### src/status_string_pkg.sv
package status_string_pkg;
   localparam int unsigned STR_LEN        = 26;
   localparam logic [4:0]  COL_ROLE       = 5'h00;
   localparam logic [4:0]  COL_ADDR       = 5'h02;
   localparam logic [4:0]  COL_CHG        = 5'h05;
   localparam logic [4:0]  COL_STATE      = 5'h08;
   localparam logic [4:0]  COL_SRQ        = 5'h0A;
   localparam logic [4:0]  COL_ERR        = 5'h0D;
   localparam logic [4:0]  COL_TRIG       = 5'h11;
   localparam logic [4:0]  COL_CLR        = 5'h14;
   localparam logic [4:0]  COL_XFER       = 5'h17;
   localparam logic [4:0]  COL_NUL        = 5'h19;
   localparam logic [4:0]  ADDR_MAX       = 5'h1E;
   localparam logic [7:0]  CH_SPACE       = 8'h20;
   localparam logic [7:0]  CH_ZERO        = 8'h30;
   localparam logic [7:0]  CH_NUL         = 8'h00;
   localparam logic [1:0]  ADDR_TALK      = 2'h1;
   localparam logic [1:0]  ADDR_LISTEN    = 2'h2;
   localparam logic [1:0]  XFER_CONT      = 2'h1;
   typedef enum logic [1:0] {
      ST_IDLE = 2'b01,
      ST_SEND = 2'b10
   } state_t;
endpackage : status_string_pkg

### src/gpib_status_string.sv
`timescale 1ns/1ps
module gpib_status_string
(
   // Clock and reset.
   input  wire logic       mclk_i,
   input  wire logic       rstn_i,
   // Live interface state, already in this clock domain.
   input  wire logic       controller_i,
   input  wire logic [4:0] bus_addr_i,
   input  wire logic [1:0] addr_state_i,
   input  wire logic       srq_line_i,
   input  wire logic       service_request_set_call_i,
   input  wire logic       serial_polled_i,
   input  wire logic [6:0] err_code_i,
   input  wire logic       trigger_rx_i,
   input  wire logic       clear_rx_i,
   input  wire logic [1:0] xfer_mode_i,
   // Host request, character stream and SRQ state.
   input  wire logic       status_req_i,
   output logic            char_valid_o,
   output logic [7:0]      char_o,
   output logic            char_last_o,
   output logic            srq_state_o
);
   import status_string_pkg::*;

   typedef struct packed {
      state_t     st;
      logic [4:0] col;
      logic       chg;
      logic       srq_own;
      logic       trig;
      logic       clr;
      logic [2:0] prev_mode;
      logic       valid;
      logic [7:0] ch;
      logic       last;
      logic       srq_out;
   } regs_t;

   regs_t r, next_r;

   function automatic logic [7:0] dig(input logic [6:0] v, input logic tens);
      logic [6:0] q;
      q = v / 7'h0A;
      dig = tens ? (CH_ZERO + {1'b0, q}) : (CH_ZERO + {1'b0, v - q * 7'h0A});
   endfunction : dig

   function automatic logic [7:0] bit_char(input logic b);
      bit_char = b ? "1" : "0";
   endfunction : bit_char

   logic       srq_now;
   logic [2:0] mode_now;
   logic [6:0] addr7;
   logic [7:0] c;

   always_comb begin
      srq_now  = controller_i ? srq_line_i : r.srq_own;
      mode_now = {controller_i, addr_state_i};
      addr7    = (bus_addr_i > ADDR_MAX) ? {2'b00, ADDR_MAX} : {2'b00, bus_addr_i};
      c = CH_SPACE;
      case (r.col)
         COL_ROLE:        c = controller_i ? "C" : "P";
         COL_ADDR:        c = dig(addr7, 1'b1);
         COL_ADDR + 5'h1: c = dig(addr7, 1'b0);
         COL_CHG:         c = "G";
         COL_CHG + 5'h1:  c = bit_char(r.chg);
         COL_STATE:       c = (addr_state_i == ADDR_TALK) ? "T" :
                              (addr_state_i == ADDR_LISTEN) ? "L" : "I";
         COL_SRQ:         c = "S";
         COL_SRQ + 5'h1:  c = bit_char(srq_now);
         COL_ERR:         c = "E";
         COL_ERR + 5'h1:  c = dig(err_code_i, 1'b1);
         COL_ERR + 5'h2:  c = dig(err_code_i, 1'b0);
         COL_TRIG:        c = "T";
         COL_TRIG + 5'h1: c = bit_char(r.trig);
         COL_CLR:         c = "C";
         COL_CLR + 5'h1:  c = bit_char(r.clr);
         COL_XFER:        c = "P";
         COL_XFER + 5'h1: c = CH_ZERO + {6'h00, xfer_mode_i};
         COL_NUL:         c = CH_NUL;
         default:         c = CH_SPACE;
      endcase

      next_r = r;
      next_r.valid = 1'b0;
      next_r.last  = 1'b0;
      next_r.prev_mode = mode_now;
      // Trigger and clear flags freeze while a continuous DMA runs.
      if (xfer_mode_i != XFER_CONT) begin
         if (trigger_rx_i) next_r.trig = 1'b1;
         if (clear_rx_i) next_r.clr = 1'b1;
      end
      if (serial_polled_i) next_r.srq_own = 1'b0;
      if (service_request_set_call_i) next_r.srq_own = 1'b1;
      case (r.st)
         ST_IDLE: begin
            if (status_req_i) begin
               next_r.st  = ST_SEND;
               next_r.col = COL_ROLE;
            end
         end
         ST_SEND: begin
            next_r.valid = 1'b1;
            next_r.ch    = c;
            if (r.col == COL_NUL) begin
               next_r.last = 1'b1;
               next_r.st   = ST_IDLE;
            end else begin
               next_r.col = r.col + 5'h01;
            end
            if (r.col == COL_CHG + 5'h1) next_r.chg = 1'b0;
         end
         default: next_r.st = ST_IDLE;
      endcase
      // A change in the same cycle as the read wins over the clear.
      if (mode_now != r.prev_mode) next_r.chg = 1'b1;
      next_r.srq_out = srq_now;
   end

   always_ff @(posedge mclk_i) begin
      if (!rstn_i) begin
         r <= '{st: ST_IDLE, ch: CH_NUL, default: '0};
      end else begin
         r <= next_r;
      end
   end

   assign char_valid_o = r.valid;
   assign char_o       = r.ch;
   assign char_last_o  = r.last;
   assign srq_state_o  = r.srq_out;

   property p_role;
      @(posedge mclk_i) disable iff (!rstn_i)
      (r.st == ST_SEND && r.col == COL_ROLE) |=> (char_o == ($past(controller_i) ? "C" : "P"));
   endproperty
   a_role: assert property (p_role) else $error("Role character wrong.");

   property p_len;
      @(posedge mclk_i) disable iff (!rstn_i)
      (r.st == ST_IDLE && status_req_i) |=> ##26 (char_last_o && char_o == CH_NUL);
   endproperty
   a_len: assert property (p_len) else $error("Terminator not at end.");

   property p_chg_clear;
      @(posedge mclk_i) disable iff (!rstn_i)
      (r.st == ST_SEND && r.col == COL_CHG + 5'h1 && mode_now == r.prev_mode) |=> !r.chg;
   endproperty
   a_chg_clear: assert property (p_chg_clear) else $error("Change flag not cleared.");

   property p_chg_set;
      @(posedge mclk_i) disable iff (!rstn_i)
      (mode_now != r.prev_mode) |=> r.chg;
   endproperty
   a_chg_set: assert property (p_chg_set) else $error("Change flag not set.");

   property p_srq_ctl;
      @(posedge mclk_i) disable iff (!rstn_i)
      controller_i |=> (srq_state_o == $past(srq_line_i));
   endproperty
   a_srq_ctl: assert property (p_srq_ctl) else $error("Controller SRQ mismatch.");

   property p_poll;
      @(posedge mclk_i) disable iff (!rstn_i)
      (serial_polled_i && !service_request_set_call_i) |=> !r.srq_own;
   endproperty
   a_poll: assert property (p_poll) else $error("Poll did not clear SRQ.");

   property p_trig_freeze;
      @(posedge mclk_i) disable iff (!rstn_i)
      (xfer_mode_i == XFER_CONT) |=> (r.trig == $past(r.trig) && r.clr == $past(r.clr));
   endproperty
   a_trig_freeze: assert property (p_trig_freeze) else $error("Flags moved during DMA.");

   property p_err;
      @(posedge mclk_i) disable iff (!rstn_i)
      (r.st == ST_SEND && r.col == COL_ERR) |=> (char_o == "E");
   endproperty
   a_err: assert property (p_err) else $error("Error column wrong.");

   property p_sep;
      @(posedge mclk_i) disable iff (!rstn_i)
      (r.st == ST_SEND && (r.col == COL_ROLE + 5'h1 || r.col == COL_ADDR + 5'h2 || r.col == COL_CHG + 5'h2 ||
                           r.col == COL_STATE + 5'h1 || r.col == COL_SRQ + 5'h2 || r.col == COL_ERR + 5'h3 ||
                           r.col == COL_TRIG + 5'h2 || r.col == COL_CLR + 5'h2)) |=> (char_o == CH_SPACE);
   endproperty
   a_sep: assert property (p_sep) else $error("Separator column wrong.");

   property p_addr_dig;
      @(posedge mclk_i) disable iff (!rstn_i)
      (r.st == ST_SEND && r.col == COL_ADDR && bus_addr_i <= ADDR_MAX) |=>
         (char_o == 8'(CH_ZERO + $past(bus_addr_i) / 5'h0A));
   endproperty
   a_addr_dig: assert property (p_addr_dig) else $error("Address tens digit wrong.");

   property p_state_char;
      @(posedge mclk_i) disable iff (!rstn_i)
      (r.st == ST_SEND && r.col == COL_STATE) |=>
         (char_o == (($past(addr_state_i) == ADDR_TALK) ? "T" : ($past(addr_state_i) == ADDR_LISTEN) ? "L" : "I"));
   endproperty
   a_state_char: assert property (p_state_char) else $error("Addressed state column wrong.");

   property p_srq_char;
      @(posedge mclk_i) disable iff (!rstn_i)
      (r.st == ST_SEND && r.col == COL_SRQ + 5'h1 && controller_i) |=>
         (char_o == ($past(srq_line_i) ? "1" : "0"));
   endproperty
   a_srq_char: assert property (p_srq_char) else $error("Service request digit wrong.");

   property p_xfer_char;
      @(posedge mclk_i) disable iff (!rstn_i)
      (r.st == ST_SEND && r.col == COL_XFER + 5'h1) |=> (char_o == (CH_ZERO + {6'h00, $past(xfer_mode_i)}));
   endproperty
   a_xfer_char: assert property (p_xfer_char) else $error("Transfer digit wrong.");

   property p_stream;
      @(posedge mclk_i) disable iff (!rstn_i)
      (char_valid_o && !char_last_o) |=> char_valid_o;
   endproperty
   a_stream: assert property (p_stream) else $error("Character stream broke early.");
endmodule : gpib_status_string

### config.mk
export PLATFORM = sky130hd
export DESIGN_NAME = gpib_status_string
export DESIGN_NICKNAME = d
export VERILOG_FILES = /design/src/status_string_pkg.sv /design/src/gpib_status_string.sv
export SDC_FILE = /design/constraint.sdc
export NUM_CORES = 1
export LEC_CHECK = 0
export CAP_MARGIN = 5
export CORE_MARGIN = 2
export CORE_UTILIZATION = 64
export DETAILED_ROUTE_END_ITERATION = 10
export DONT_BUFFER_PORTS = 1
export PLACE_DENSITY = 0.8
export SLEW_MARGIN = 30
export SYNTH_ARGS = -nofsm -noshare
export SYNTH_HDL_FRONTEND = slang
export SYNTH_SLANG_ARGS = --single-unit
### constraint.sdc
create_clock -name mclk_i -period 6.5 [get_ports mclk_i]
set_clock_uncertainty 0.2 [all_clocks]
set_input_delay 0.975 -clock mclk_i [delete_from_list [all_inputs] [get_ports mclk_i]]
set_output_delay 0.975 -clock mclk_i [all_outputs]
set_load 0.05 [all_outputs]
==> impl_metrics.py, run 1 <==
metrics = {
    "status": {
        "outcome": "finished, final reports clean",
    },
    "yosys": {
        "synth-seq-cells": 25,
        "syn_inst": 309,
        "synth_fp_nets": 361,
        "synth_flop_cell": "dfxtp_1",
        "yosysSeqAreaShare": 0.205,
        "ys_types": 71,
        "synth.most_common_cell": "inv_1",
        "synth_top_cell_by_area": "dfxtp_1",
        "syn_avg_cell_area_um2": 7.90,
        "yosysWarningCount": 0,
        "yosysTopAreaCellShare": 0.205,
        "yosys-top-cells-count": "31 x inv_1, 25 x dfxtp_1, 24 x ha_1",
        "synth_edf_count": 0,
        "synth_area_mm2": 0.00244,
        "synthTopCellsByArea": "dfxtp_1 21%, ha_1 12%, inv_1 4.8%, a21oi_1 3.7%, buf_4 3.4%",
        "async_reset_ff_frac": 0,
    },
    "worst_hold_path": {
        "min_path_cells": 2,
        "hp-class": "register to register",
        "min-delay-start": "r[15]$_SDFFE_PN0P_",
        "holdPathEnd": "r[15]$_SDFFE_PN0P_",
    },
    "cts": {
        "clk-insertion-delay-late_ns": 0.27,
        "hold_buffers": 0,
        "htreeDepth": 1,
        "clkTransAtPathRegs_ns": 0.09,
        "cts-root-buf": "clkbuf_8",
        "cts_tree": "done",
        "cts_buffers": 3,
        "cts_sinks": 25,
        "clockBufferDepth": 2,
        "ctsResizeCount": 0,
        "post_cts_buffers": 0,
    },
    "global_routing": {
        "grt_usage": 0.273,
        "grt_pass1_wl_um": 9290,
        "gr-total-overflow": 0,
        "first_global_vias": 2050,
        "grt_max_degree": 23,
        "antenna_found_initial": 0,
    },
    "timing": {
        "fin_ws_ns": 0.989,
        "setup_viol": 0,
        "tightest_slew_ns": 0.710,
        "fin_crit_ns": 5.51,
        "max_freq_ghz": 0.181,
        "finalCritPeriodShare": 0.848,
        "rsz0062_at_grt": "no",
        "relSlewSlack": 0.526,
        "finalHoldViolCount": 0,
        "final_max_slew_viol_count": 0,
        "fin_tns_setup_ns": 0,
        "holdWs_ns": 0.276,
    },
    "layout": {
        "nets": 343,
        "antenna_cells": 0,
        "syn2layout_area_growth_pct": -1.03,
        "drive_above_1_share": 0.0655,
        "utilization": 0.660,
        "final_area_mm2": 0.00241,
        "fin_cells": 338,
    },
    "routing": {
        "routed_wl_um": 5600,
        "drc": 0,
        "drtPass1Iterations": 5,
        "avgRoutedWirePerCell_um": 16.6,
        "ant_nets": 0,
        "first_iter_violations": 162,
        "via_per_inst": 6.28,
        "via_count": 2122,
    },
    "setup_path": {
        "cp_common_cell": "ha_1",
        "path_class": "primary input to register",
        "worst_path_max_delay_cell": "fa_1",
        "critPathArrivalTime_ns": 5.52,
        "path_cells": "inv_1, ha_1, nand2_2, nand2_1, maj3_2, a221o_1, inv_1, ha_1, o2bb2ai_1, a31oi_1, a211o_1, ha_1, ha_1, fa_1, inv_1, ha_1, nand2b_1, o211a_2, ha_1, a211oi_1, or3b_1, a31oi_1",
        "reg2reg_from": "r[20]$_SDFFE_PN0P_",
        "ff2ff_setup_slack_ns": 3.53,
        "cpPeakStageDelay_ns": 0.47,
        "required_ns": 6.51,
        "end_kind": "register",
        "ff2ff_path_depth": 8,
        "worst_setup_path_start_kind": "primary input",
        "cp_max_fo": 10,
        "r2r_end": "char_o[6]$_SDFFE_PN0P_",
    },
    "power": {
        "power.internal_mw": 0.257,
        "power_leakage_nw": 0.988,
        "swShare": 0.325,
        "power.switching_mw": 0.124,
        "total_power_mw": 0.381,
        "power_density_mw_per_mm2": 158,
        "pwr-share-seq": 0.433,
        "irDropWorstVdd_v": 0.0000975,
        "p_comb_frac": 0.315,
        "clkPwrFrac": 0.252,
    },
    "die": {
        "core_mm2": 0.00366,
        "ios": 36,
        "rows": 22,
        "dieArea_mm2": 0.00432,
        "initial_core_util": 0.666,
        "die_h_um": 65.7,
        "dieWidth_um": 65.7,
    },
    "placement": {
        "placed_area_mm2": 0.00237,
        "pre_cts_ws_ns": 0.740,
        "gp_congestion": 0.976,
        "place_inst": 334,
        "dp_hpwl_um": 4420,
        "portBuffers": 0,
    },
    "job": {
        "cap_violations": 0,
    },
}
[cell type report]
class	count	area (µm²)
Inverter	32	120
Sequential cell	25	500
Fill cell	305	1250
Clock inverter	1	7.51
Clock buffer	3	41.3
Multi-Input combinational cell	229	1690
Tap cell	48	60.1
[how the worst max path moves through the flow]
stage	start	endpoint	cells after the start
floorplan	err_code_i[4]	char_o[6]$_SDFFE_PN0P_	23
global placement	err_code_i[5]	char_o[6]$_SDFFE_PN0P_	22
detailed placement	err_code_i[4]	char_o[6]$_SDFFE_PN0P_	22
CTS	err_code_i[4]	char_o[6]$_SDFFE_PN0P_	22
global route	err_code_i[5]	char_o[6]$_SDFFE_PN0P_	22
finish	err_code_i[4]	char_o[6]$_SDFFE_PN0P_	22
[state kept, by name, summed over array words and instances (netlist names)]
register / count
char_last_o: 1
char_o: 8
srq_state_o: 1
char_valid_o: 1
r: 14
[cells by family (layout without fill, tap and decap cells)]
kind of cell             Yosys count  count (layout)  synth area share
AO/OA/AOI/OAI                     85              85             0.243
XOR/XNOR                           9               9            0.0323
buffers and inverters             55              36             0.104
adder cells (fa/ha/maj)           28              28             0.152
flip-flops                        25              25             0.205
AND/OR/NAND/NOR                  103             103             0.246
multiplexers                       4               4            0.0169
[worst max-delay path, delay by kind of cell]
family / cells / cell delay (ns)
fa+ha+maj: 8 / 2.17
compound gates: 7 / 1.46
simple gates: 4 / 0.74
buf+inv: 3 / 0.15
[layout by cell type, fill, tap and decap left out, types with 3 or more instances in the layout]
cell type  count
nor2_1        18
a21o_1         3
xnor2_1        8
a31oi_1        7
nor3b_1        3
o21ai_0       16
dfxtp_1       25
o21ai_1        3
o21a_1         3
nand2b_1       7
and3b_1        3
ha_1          24
a211oi_1       5
o22ai_1        3
nor2b_1        7
clkbuf_8       3
a221o_1        3
and2_1         5
nand3b_1       3
nand3_1        6
fa_1           3
a21oi_1       18
and3_1         4
nand2_1       20
mux2i_1        3
inv_1         31
nor3_1         5
[power groups by stage]
| stage | registers, mW | clock network, mW | logic (mW) |
|---|---|---|---|
| final | 0.165 | 0.0959 | 0.120 |
| after global placement | 0.169 | 0 | 0.114 |
| after floorplan | 0.165 | 0 | 0.101 |
| after detailed placement | 0.169 | 0 | 0.118 |
| after global routing | 0.166 | 0.104 | 0.136 |
| after CTS | 0.165 | 0.0979 | 0.119 |
[routing by layer]
metal / vias to the layer above / share of wire / global-route usage
met5: - / 0 / 0
met4: 0 / 0.0095 / 0.0677
met1: 975 / 0.44 / 0.333
met3: 6 / 0.063 / 0.0548
met2: 72 / 0.49 / 0.487
li1: 1069 / - / -
No activity file was read; power rests on OpenSTA's default activity.
==> run 2, diff against run 1 <==
--- a/config.mk
+++ b/config.mk
@@ -7,10 +7,10 @@
 export LEC_CHECK = 0
 export CAP_MARGIN = 5
 export CORE_MARGIN = 2
-export CORE_UTILIZATION = 64
+export CORE_UTILIZATION = 58
 export DETAILED_ROUTE_END_ITERATION = 10
 export DONT_BUFFER_PORTS = 1
-export PLACE_DENSITY = 0.8
+export PLACE_DENSITY = 0.76
 export SLEW_MARGIN = 30
 export SYNTH_ARGS = -nofsm -noshare
 export SYNTH_HDL_FRONTEND = slang
==> constraint.sdc (replaced) <==
create_clock -name mclk_i -period 4.8 [get_ports mclk_i]
set_clock_uncertainty 0.2 [all_clocks]
set_input_delay 0.72 -clock mclk_i [delete_from_list [all_inputs] [get_ports mclk_i]]
set_output_delay 0.72 -clock mclk_i [all_outputs]
set_load 0.05 [all_outputs]
==> run 2 against run 1 <==
  * The flow now finishes with violations (setup timing)
  * Setup slack worse by 1.0 ns
  * Sequential cell count stayed put
  * Die area is 9.7% higher
  * Power is 46% higher
  * Cell count is 5.3% higher
  * Wire length is 3.4% higher
  * Count of clock-buffer cells in the layout stayed put
  * Clock power is 35% higher
  * Global-route usage is 3.0 points lower
  * Non-clock buffer count is 16 higher
  * Critical path type unchanged
  * Critical endpoint unchanged
  * Largest cell class unchanged
==> impl_metrics.py, run 2 (synthesis gave the netlist of run 1 again) <==
metrics = {
    "timing": {
        "fin_ws_ns": -0.0199,
        "holdWs_ns": 0.283,
        "max_freq_ghz": 0.207,
        "relSlewSlack": 0.529,
        "setup_viol": 1,
        "rsz0062_at_grt": "yes",
        "tightest_slew_ns": 0.706,
        "finalHoldViolCount": 0,
        "final_max_slew_viol_count": 0,
        "finalCritPeriodShare": 1.00,
        "fin_crit_ns": 4.82,
    },
    "setup_path": {
        "worst_setup_path_start_kind": "primary input",
        "critPathArrivalTime_ns": 4.83,
        "end_kind": "register",
        "cp_common_cell": "ha_4",
        "required_ns": 4.81,
        "path_cells": "clkinvlp_4, ha_4, nor2_1, a31oi_1, and3b_1, a221o_1, inv_2, ha_4, o2bb2ai_2, a31oi_1, a211o_1, ha_2, ha_4, fa_1, inv_2, ha_4, nand2b_4, o211a_4, ha_4, a211oi_2, or3b_1, a31oi_1",
        "ff2ff_path_depth": 8,
        "cp_max_fo": 9,
        "cpPeakStageDelay_ns": 0.49,
        "path_class": "primary input to register",
        "worst_path_max_delay_cell": "fa_1",
    },
    "cts": {
        "cts-root-buf": "clkbuf_8",
        "cts_buffers": 3,
        "clkTransAtPathRegs_ns": 0.09,
        "hold_buffers": 0,
        "htreeDepth": 1,
        "clockBufferDepth": 2,
        "cts_tree": "done",
        "cts_sinks": 25,
        "clk-insertion-delay-late_ns": 0.27,
    },
    "layout": {
        "nets": 359,
        "fillerInstances": 345,
        "antenna_cells": 0,
        "drive_above_1_share": 0.167,
        "layout_commonest_cell": "inv_1",
        "top_register": "r",
        "largest_register_ffs": 14,
        "syn2layout_area_growth_pct": 9.13,
        "mostFrequentLayoutCells": "27 x inv_1, 25 x dfxtp_1, 19 x nand2_1",
    },
    "die": {
        "ios": 36,
        "die_h_um": 68.9,
        "dieWidth_um": 68.9,
        "initial_core_util": 0.606,
        "dieArea_mm2": 0.00474,
        "rows": 23,
        "core_mm2": 0.00403,
    },
    "routing": {
        "drc": 0,
        "via_per_inst": 6.15,
        "first_iter_violations": 155,
        "routed_wl_um": 5790,
        "avgRoutedWirePerCell_um": 16.3,
        "via_count": 2190,
        "drtPass1Iterations": 5,
        "ant_nets": 0,
    },
    "worst_hold_path": {
        "hp-class": "register to register",
        "min_path_cells": 2,
    },
    "status": {
        "violations": "setup timing",
        "outcome": "finished, violations left",
    },
    "placement": {
        "dp_hpwl_um": 4560,
        "portBuffers": 0,
        "pre_cts_ws_ns": -0.380,
        "gp_congestion": 0.870,
    },
    "power": {
        "irDropWorstVdd_v": 0.000166,
        "total_power_mw": 0.557,
        "power_density_mw_per_mm2": 209,
        "power_leakage_nw": 1.07,
    },
    "global_routing": {
        "grt_pass1_wl_um": 8750,
        "grt_usage": 0.243,
        "grt_max_degree": 23,
        "antenna_found_initial": 0,
        "gr-total-overflow": 0,
        "first_global_vias": 1993,
    },
    "job": {
        "cap_violations": 0,
    },
}
## run 2: worst paths after layout
check | startpoint | to | slack (ns)
max | err_code_i[5] | char_o[6]$_SDFFE_PN0P_ | -0.02
min | r[15]$_SDFFE_PN0P_ | r[15]$_SDFFE_PN0P_ | 0.28
max reg2reg | r[20]$_SDFFE_PN0P_ | char_o[6]$_SDFFE_PN0P_ | 1.76
min reg2reg | r[15]$_SDFFE_PN0P_ | r[15]$_SDFFE_PN0P_ | 0.28
## run 2: report_power, final
| part | switching, mW | leakage (nW) | internal, mW |
|---|---|---|---|
| Clock | 0.0703 | 0.0217 | 0.0589 |
| Combinational | 0.0980 | 0.846 | 0.106 |
| Sequential | 0.00943 | 0.204 | 0.214 |
## run 2: final cells by class
type	count	area, µm²	area share
multi-input combinational	229	1810	0.679
sequential	25	500	0.188
inverter	32	124	0.0465
timing repair buffer	16	120	0.0451
tap	50	62.6	0.0235
clock buffer	3	41.3	0.0155
clock inverter	1	7.51	0.00282
## run 2: metrics by stage
step	std cells	instance area [µm²]	util	TNS, ns
4_1_cts	354	2630	0.653	0
5_1_grt	356	2660	0.661	-0.194
3_5_place_dp	349	2550	0.633	-0.503
2_1_floorplan	309	2530	-	-0.257
3_3_place_gp	349	2550	0.633	-0.261
6_report	356	2660	0.661	-0.0199
## run 2: metal layers
metal / track usage / wire [µm] / vias up
met3: 0.0422 / 348 / 18
met5: 0 / 0 / -
met4: 0.115 / 184 / 0
met1: 0.293 / 2420 / 990
met2: 0.418 / 2830 / 79
li1: - / - / 1103
## run 2: critical path, delay by kind of cell
family,cells,cell delay [ns]
buffers and inverters,3,0.21
adders and majority gates,7,1.81
and+or+nand+nor,4,0.76
AOI/OAI and AO/OA,8,1.32
## run 2: repair_timing
action	CTS	global route
resized for setup	3	4
pin swaps	9	5
setup endpoints to repair	1	3
setup buffers	1	2
cloned	0	0
==> run 3, diff against run 2 <==
--- a/config.mk
+++ b/config.mk
@@ -5,12 +5,12 @@
 export SDC_FILE = /design/constraint.sdc
 export NUM_CORES = 1
 export LEC_CHECK = 0
+export ABC_AREA = 1
 export CAP_MARGIN = 5
-export CORE_MARGIN = 2
 export CORE_UTILIZATION = 58
 export DETAILED_ROUTE_END_ITERATION = 10
 export DONT_BUFFER_PORTS = 1
-export PLACE_DENSITY = 0.76
+export PLACE_DENSITY = 0.72
 export SLEW_MARGIN = 30
 export SYNTH_ARGS = -nofsm -noshare
 export SYNTH_HDL_FRONTEND = slang
==> run 3 against run 2 <==
  * The flow now finishes without violations
  * Via count is 3.1% higher
  * First-iteration DRC count is 7.7% lower
  * Fmax is 5.3% higher
  * Core utilization is 1.7 points lower
  * Non-clock buffer count is 4 lower
==> impl_metrics.py, run 3 <==
metrics = {
    "timing": {
        "holdWs_ns": 0.264,
        "tightest_slew_ns": 0.553,
        "fin_crit_ns": 4.58,
        "finalHoldViolCount": 0,
        "finalCritPeriodShare": 0.954,
        "relSlewSlack": 0.631,
        "setup_viol": 0,
        "rsz0062_at_grt": "no",
        "final_max_slew_viol_count": 0,
        "max_freq_ghz": 0.218,
    },
    "setup_path": {
        "ff2ff_path_depth": 12,
        "r2r_end": "char_o[5]$_SDFFE_PN0P_",
        "path_class": "primary input to register",
        "crit_family": "adder cells",
        "cpPeakStageDelay_ns": 0.48,
        "worst_path_max_delay_cell": "fa_1",
        "end_kind": "register",
        "critPathBufInv": 7,
        "reg2reg_from": "r[18]$_SDFFE_PN0P_",
        "critPathArrivalTime_ns": 4.55,
        "ff2ff_setup_slack_ns": 2.24,
        "cp_max_fo": 6,
        "required_ns": 4.78,
        "worst_setup_path_start_kind": "primary input",
    },
    "layout": {
        "multi_input_area_mm2": 0.00160,
        "mostFrequentLayoutCells": "68 x nand2_1, 67 x inv_1, 36 x nor2_1",
        "largest_register_ffs": 14,
        "nets": 424,
        "layout_commonest_cell": "nand2_1",
        "register_area_um2": 500,
        "top_register": "r",
        "final_area_mm2": 0.00258,
        "drive_above_1_share": 0.143,
        "syn2layout_area_growth_pct": 6.68,
        "antenna_cells": 0,
        "fillerInstances": 389,
    },
    "worst_hold_path": {
        "hp-class": "register to register",
        "min_path_cells": 2,
        "holdPathEnd": "r[15]$_SDFFE_PN0P_",
        "min-delay-start": "r[15]$_SDFFE_PN0P_",
    },
    "routing": {
        "drtPass1Iterations": 4,
        "via_count": 2257,
        "first_iter_violations": 143,
        "routed_wl_um": 5270,
        "drc": 0,
        "avgRoutedWirePerCell_um": 12.5,
        "via_per_inst": 5.36,
        "ant_nets": 0,
    },
    "power": {
        "swShare": 0.359,
        "power.internal_mw": 0.368,
        "total_power_mw": 0.575,
        "power_density_mw_per_mm2": 223,
        "irDropWorstVdd_v": 0.000116,
        "clkPwrFrac": 0.226,
        "power_leakage_nw": 1.27,
        "power.switching_mw": 0.207,
        "p_comb_frac": 0.387,
        "pwr-share-seq": 0.387,
    },
    "placement": {
        "placed_area_mm2": 0.00249,
        "dp_hpwl_um": 4410,
        "portBuffers": 0,
        "gp_congestion": 1.01,
    },
    "yosys": {
        "synth_area_mm2": 0.00241,
        "yosys-top-cells-count": "68 x nand2_1, 67 x inv_1, 37 x nor2_1",
        "synth_flop_cell": "dfxtp_1",
        "yosysSeqAreaShare": 0.207,
        "synth_top_cell_by_area": "dfxtp_1",
        "synth-seq-cells": 25,
        "synth_edf_count": 0,
        "async_reset_ff_frac": 0,
        "synthTopCellsByArea": "dfxtp_1 21%, ha_1 12%, nand2_1 11%, inv_1 10%, nor2_1 5.8%",
        "ys_types": 43,
        "synth.most_common_cell": "nand2_1",
        "yosysWarningCount": 0,
        "syn_inst": 369,
        "syn_avg_cell_area_um2": 6.54,
        "yosysTopAreaCellShare": 0.207,
        "synth_fp_nets": 421,
    },
    "cts": {
        "clk-insertion-delay-late_ns": 0.27,
        "clkTransAtPathRegs_ns": 0.09,
        "post_cts_buffers": 0,
        "cts-root-buf": "clkbuf_8",
        "cts_tree": "done",
        "cts_buffers": 3,
        "clockBufferDepth": 2,
        "htreeDepth": 1,
        "cts_sinks": 25,
    },
    "global_routing": {
        "grt_pass1_wl_um": 8510,
        "gr-total-overflow": 0,
        "first_global_vias": 1950,
        "antenna_found_initial": 0,
        "grt_max_degree": 16,
        "grt_usage": 0.253,
    },
    "die": {
        "rows": 23,
        "dieArea_mm2": 0.00443,
        "dieWidth_um": 66.5,
        "die_h_um": 66.5,
        "initial_core_util": 0.604,
        "ios": 36,
        "core_mm2": 0.00400,
    },
    "job": {
        "cap_violations": 0,
    },
    "status": {
        "outcome": "finished, final reports clean",
    },
}
==> run 3: cell families (layout without fill, tap and decap cells) <==
kind of cell | after synthesis | after routing | share of synthesized area
simple gates | 164 | 164 | 0.321
flops | 25 | 25 | 0.207
mux | 1 | 1 | 0.00415
xor+xnor | 4 | 4 | 0.0145
compound gates | 60 | 60 | 0.154
buf+inv | 88 | 90 | 0.150
fa+ha+maj | 27 | 27 | 0.149
==> run 3: worst max-delay path by stage <==
stage	startpoint	endpoint	cells after the start	slack [ns]
floorplan	err_code_i[5]	char_o[5]$_SDFFE_PN0P_	27	0.0009
global placement	err_code_i[5]	char_o[5]$_SDFFE_PN0P_	25	-0.08
detailed placement	err_code_i[5]	char_o[5]$_SDFFE_PN0P_	25	-0.20
CTS	err_code_i[5]	char_o[5]$_SDFFE_PN0P_	25	0.08
global route	err_code_i[5]	char_o[6]$_SDFFE_PN0P_	30	0.0007
finish	err_code_i[5]	char_o[5]$_SDFFE_PN0P_	29	0.22
==> run 3: routing by layer <==
layer / share of wire / global-route usage / vias to the layer above
met4: 0.015 / 0.0612 / 0
li1: - / - / 1192
met1: 0.52 / 0.371 / 985
met3: 0.063 / 0.0514 / 12
met2: 0.40 / 0.372 / 68
met5: 0 / 0 / -
==> run 3: final cells by class <==
class                   instances  area share
clock buffers                   3      0.0160
clock inverters                 1     0.00291
inverters                      74       0.108
multi-input cells             256       0.620
flip-flops and latches         25       0.194
well taps                      50      0.0243
repair buffers                 12      0.0350
==> run 3: repair_timing <==
item,in CTS,in global routing
endpoints found under the setup margin,0,2
resized for setup,0,8
hold buffers,0,0
==> run 3: worst reg2reg max path, cell delays in order, from the launching register on <==
cell,delay (ns)
dfxtp_1,0.37
ha_1,0.24
inv_1,0.10
nor3_2,0.29
inv_1,0.16
a21oi_1,0.14
o21ai_1,0.08
nand2_1,0.09
inv_1,0.07
ha_2,0.31
nor2_1,0.05
o41ai_2,0.31
inv_1,0.06
==> run 3: power by group through the flow <==
stage | sequential, mW | combinational, mW | clock, mW
2_1_floorplan | 0.224 | 0.172 | 0
3_3_place_gp | 0.228 | 0.215 | 0
3_5_place_dp | 0.228 | 0.219 | 0
4_1_cts | 0.223 | 0.220 | 0.131
5_1_grt | 0.224 | 0.256 | 0.141
6_report | 0.223 | 0.223 | 0.130
==> run 3: through the flow <==
step	worst slack (ns)	std cells	util	setup TNS, ns
2_1_floorplan	0.000883	369	-	0
3_3_place_gp	-0.0758	417	0.622	-0.130
3_5_place_dp	-0.198	417	0.622	-0.370
4_1_cts	0.0834	421	0.634	0
5_1_grt	0.000722	421	0.644	0
6_report	0.223	421	0.644	0
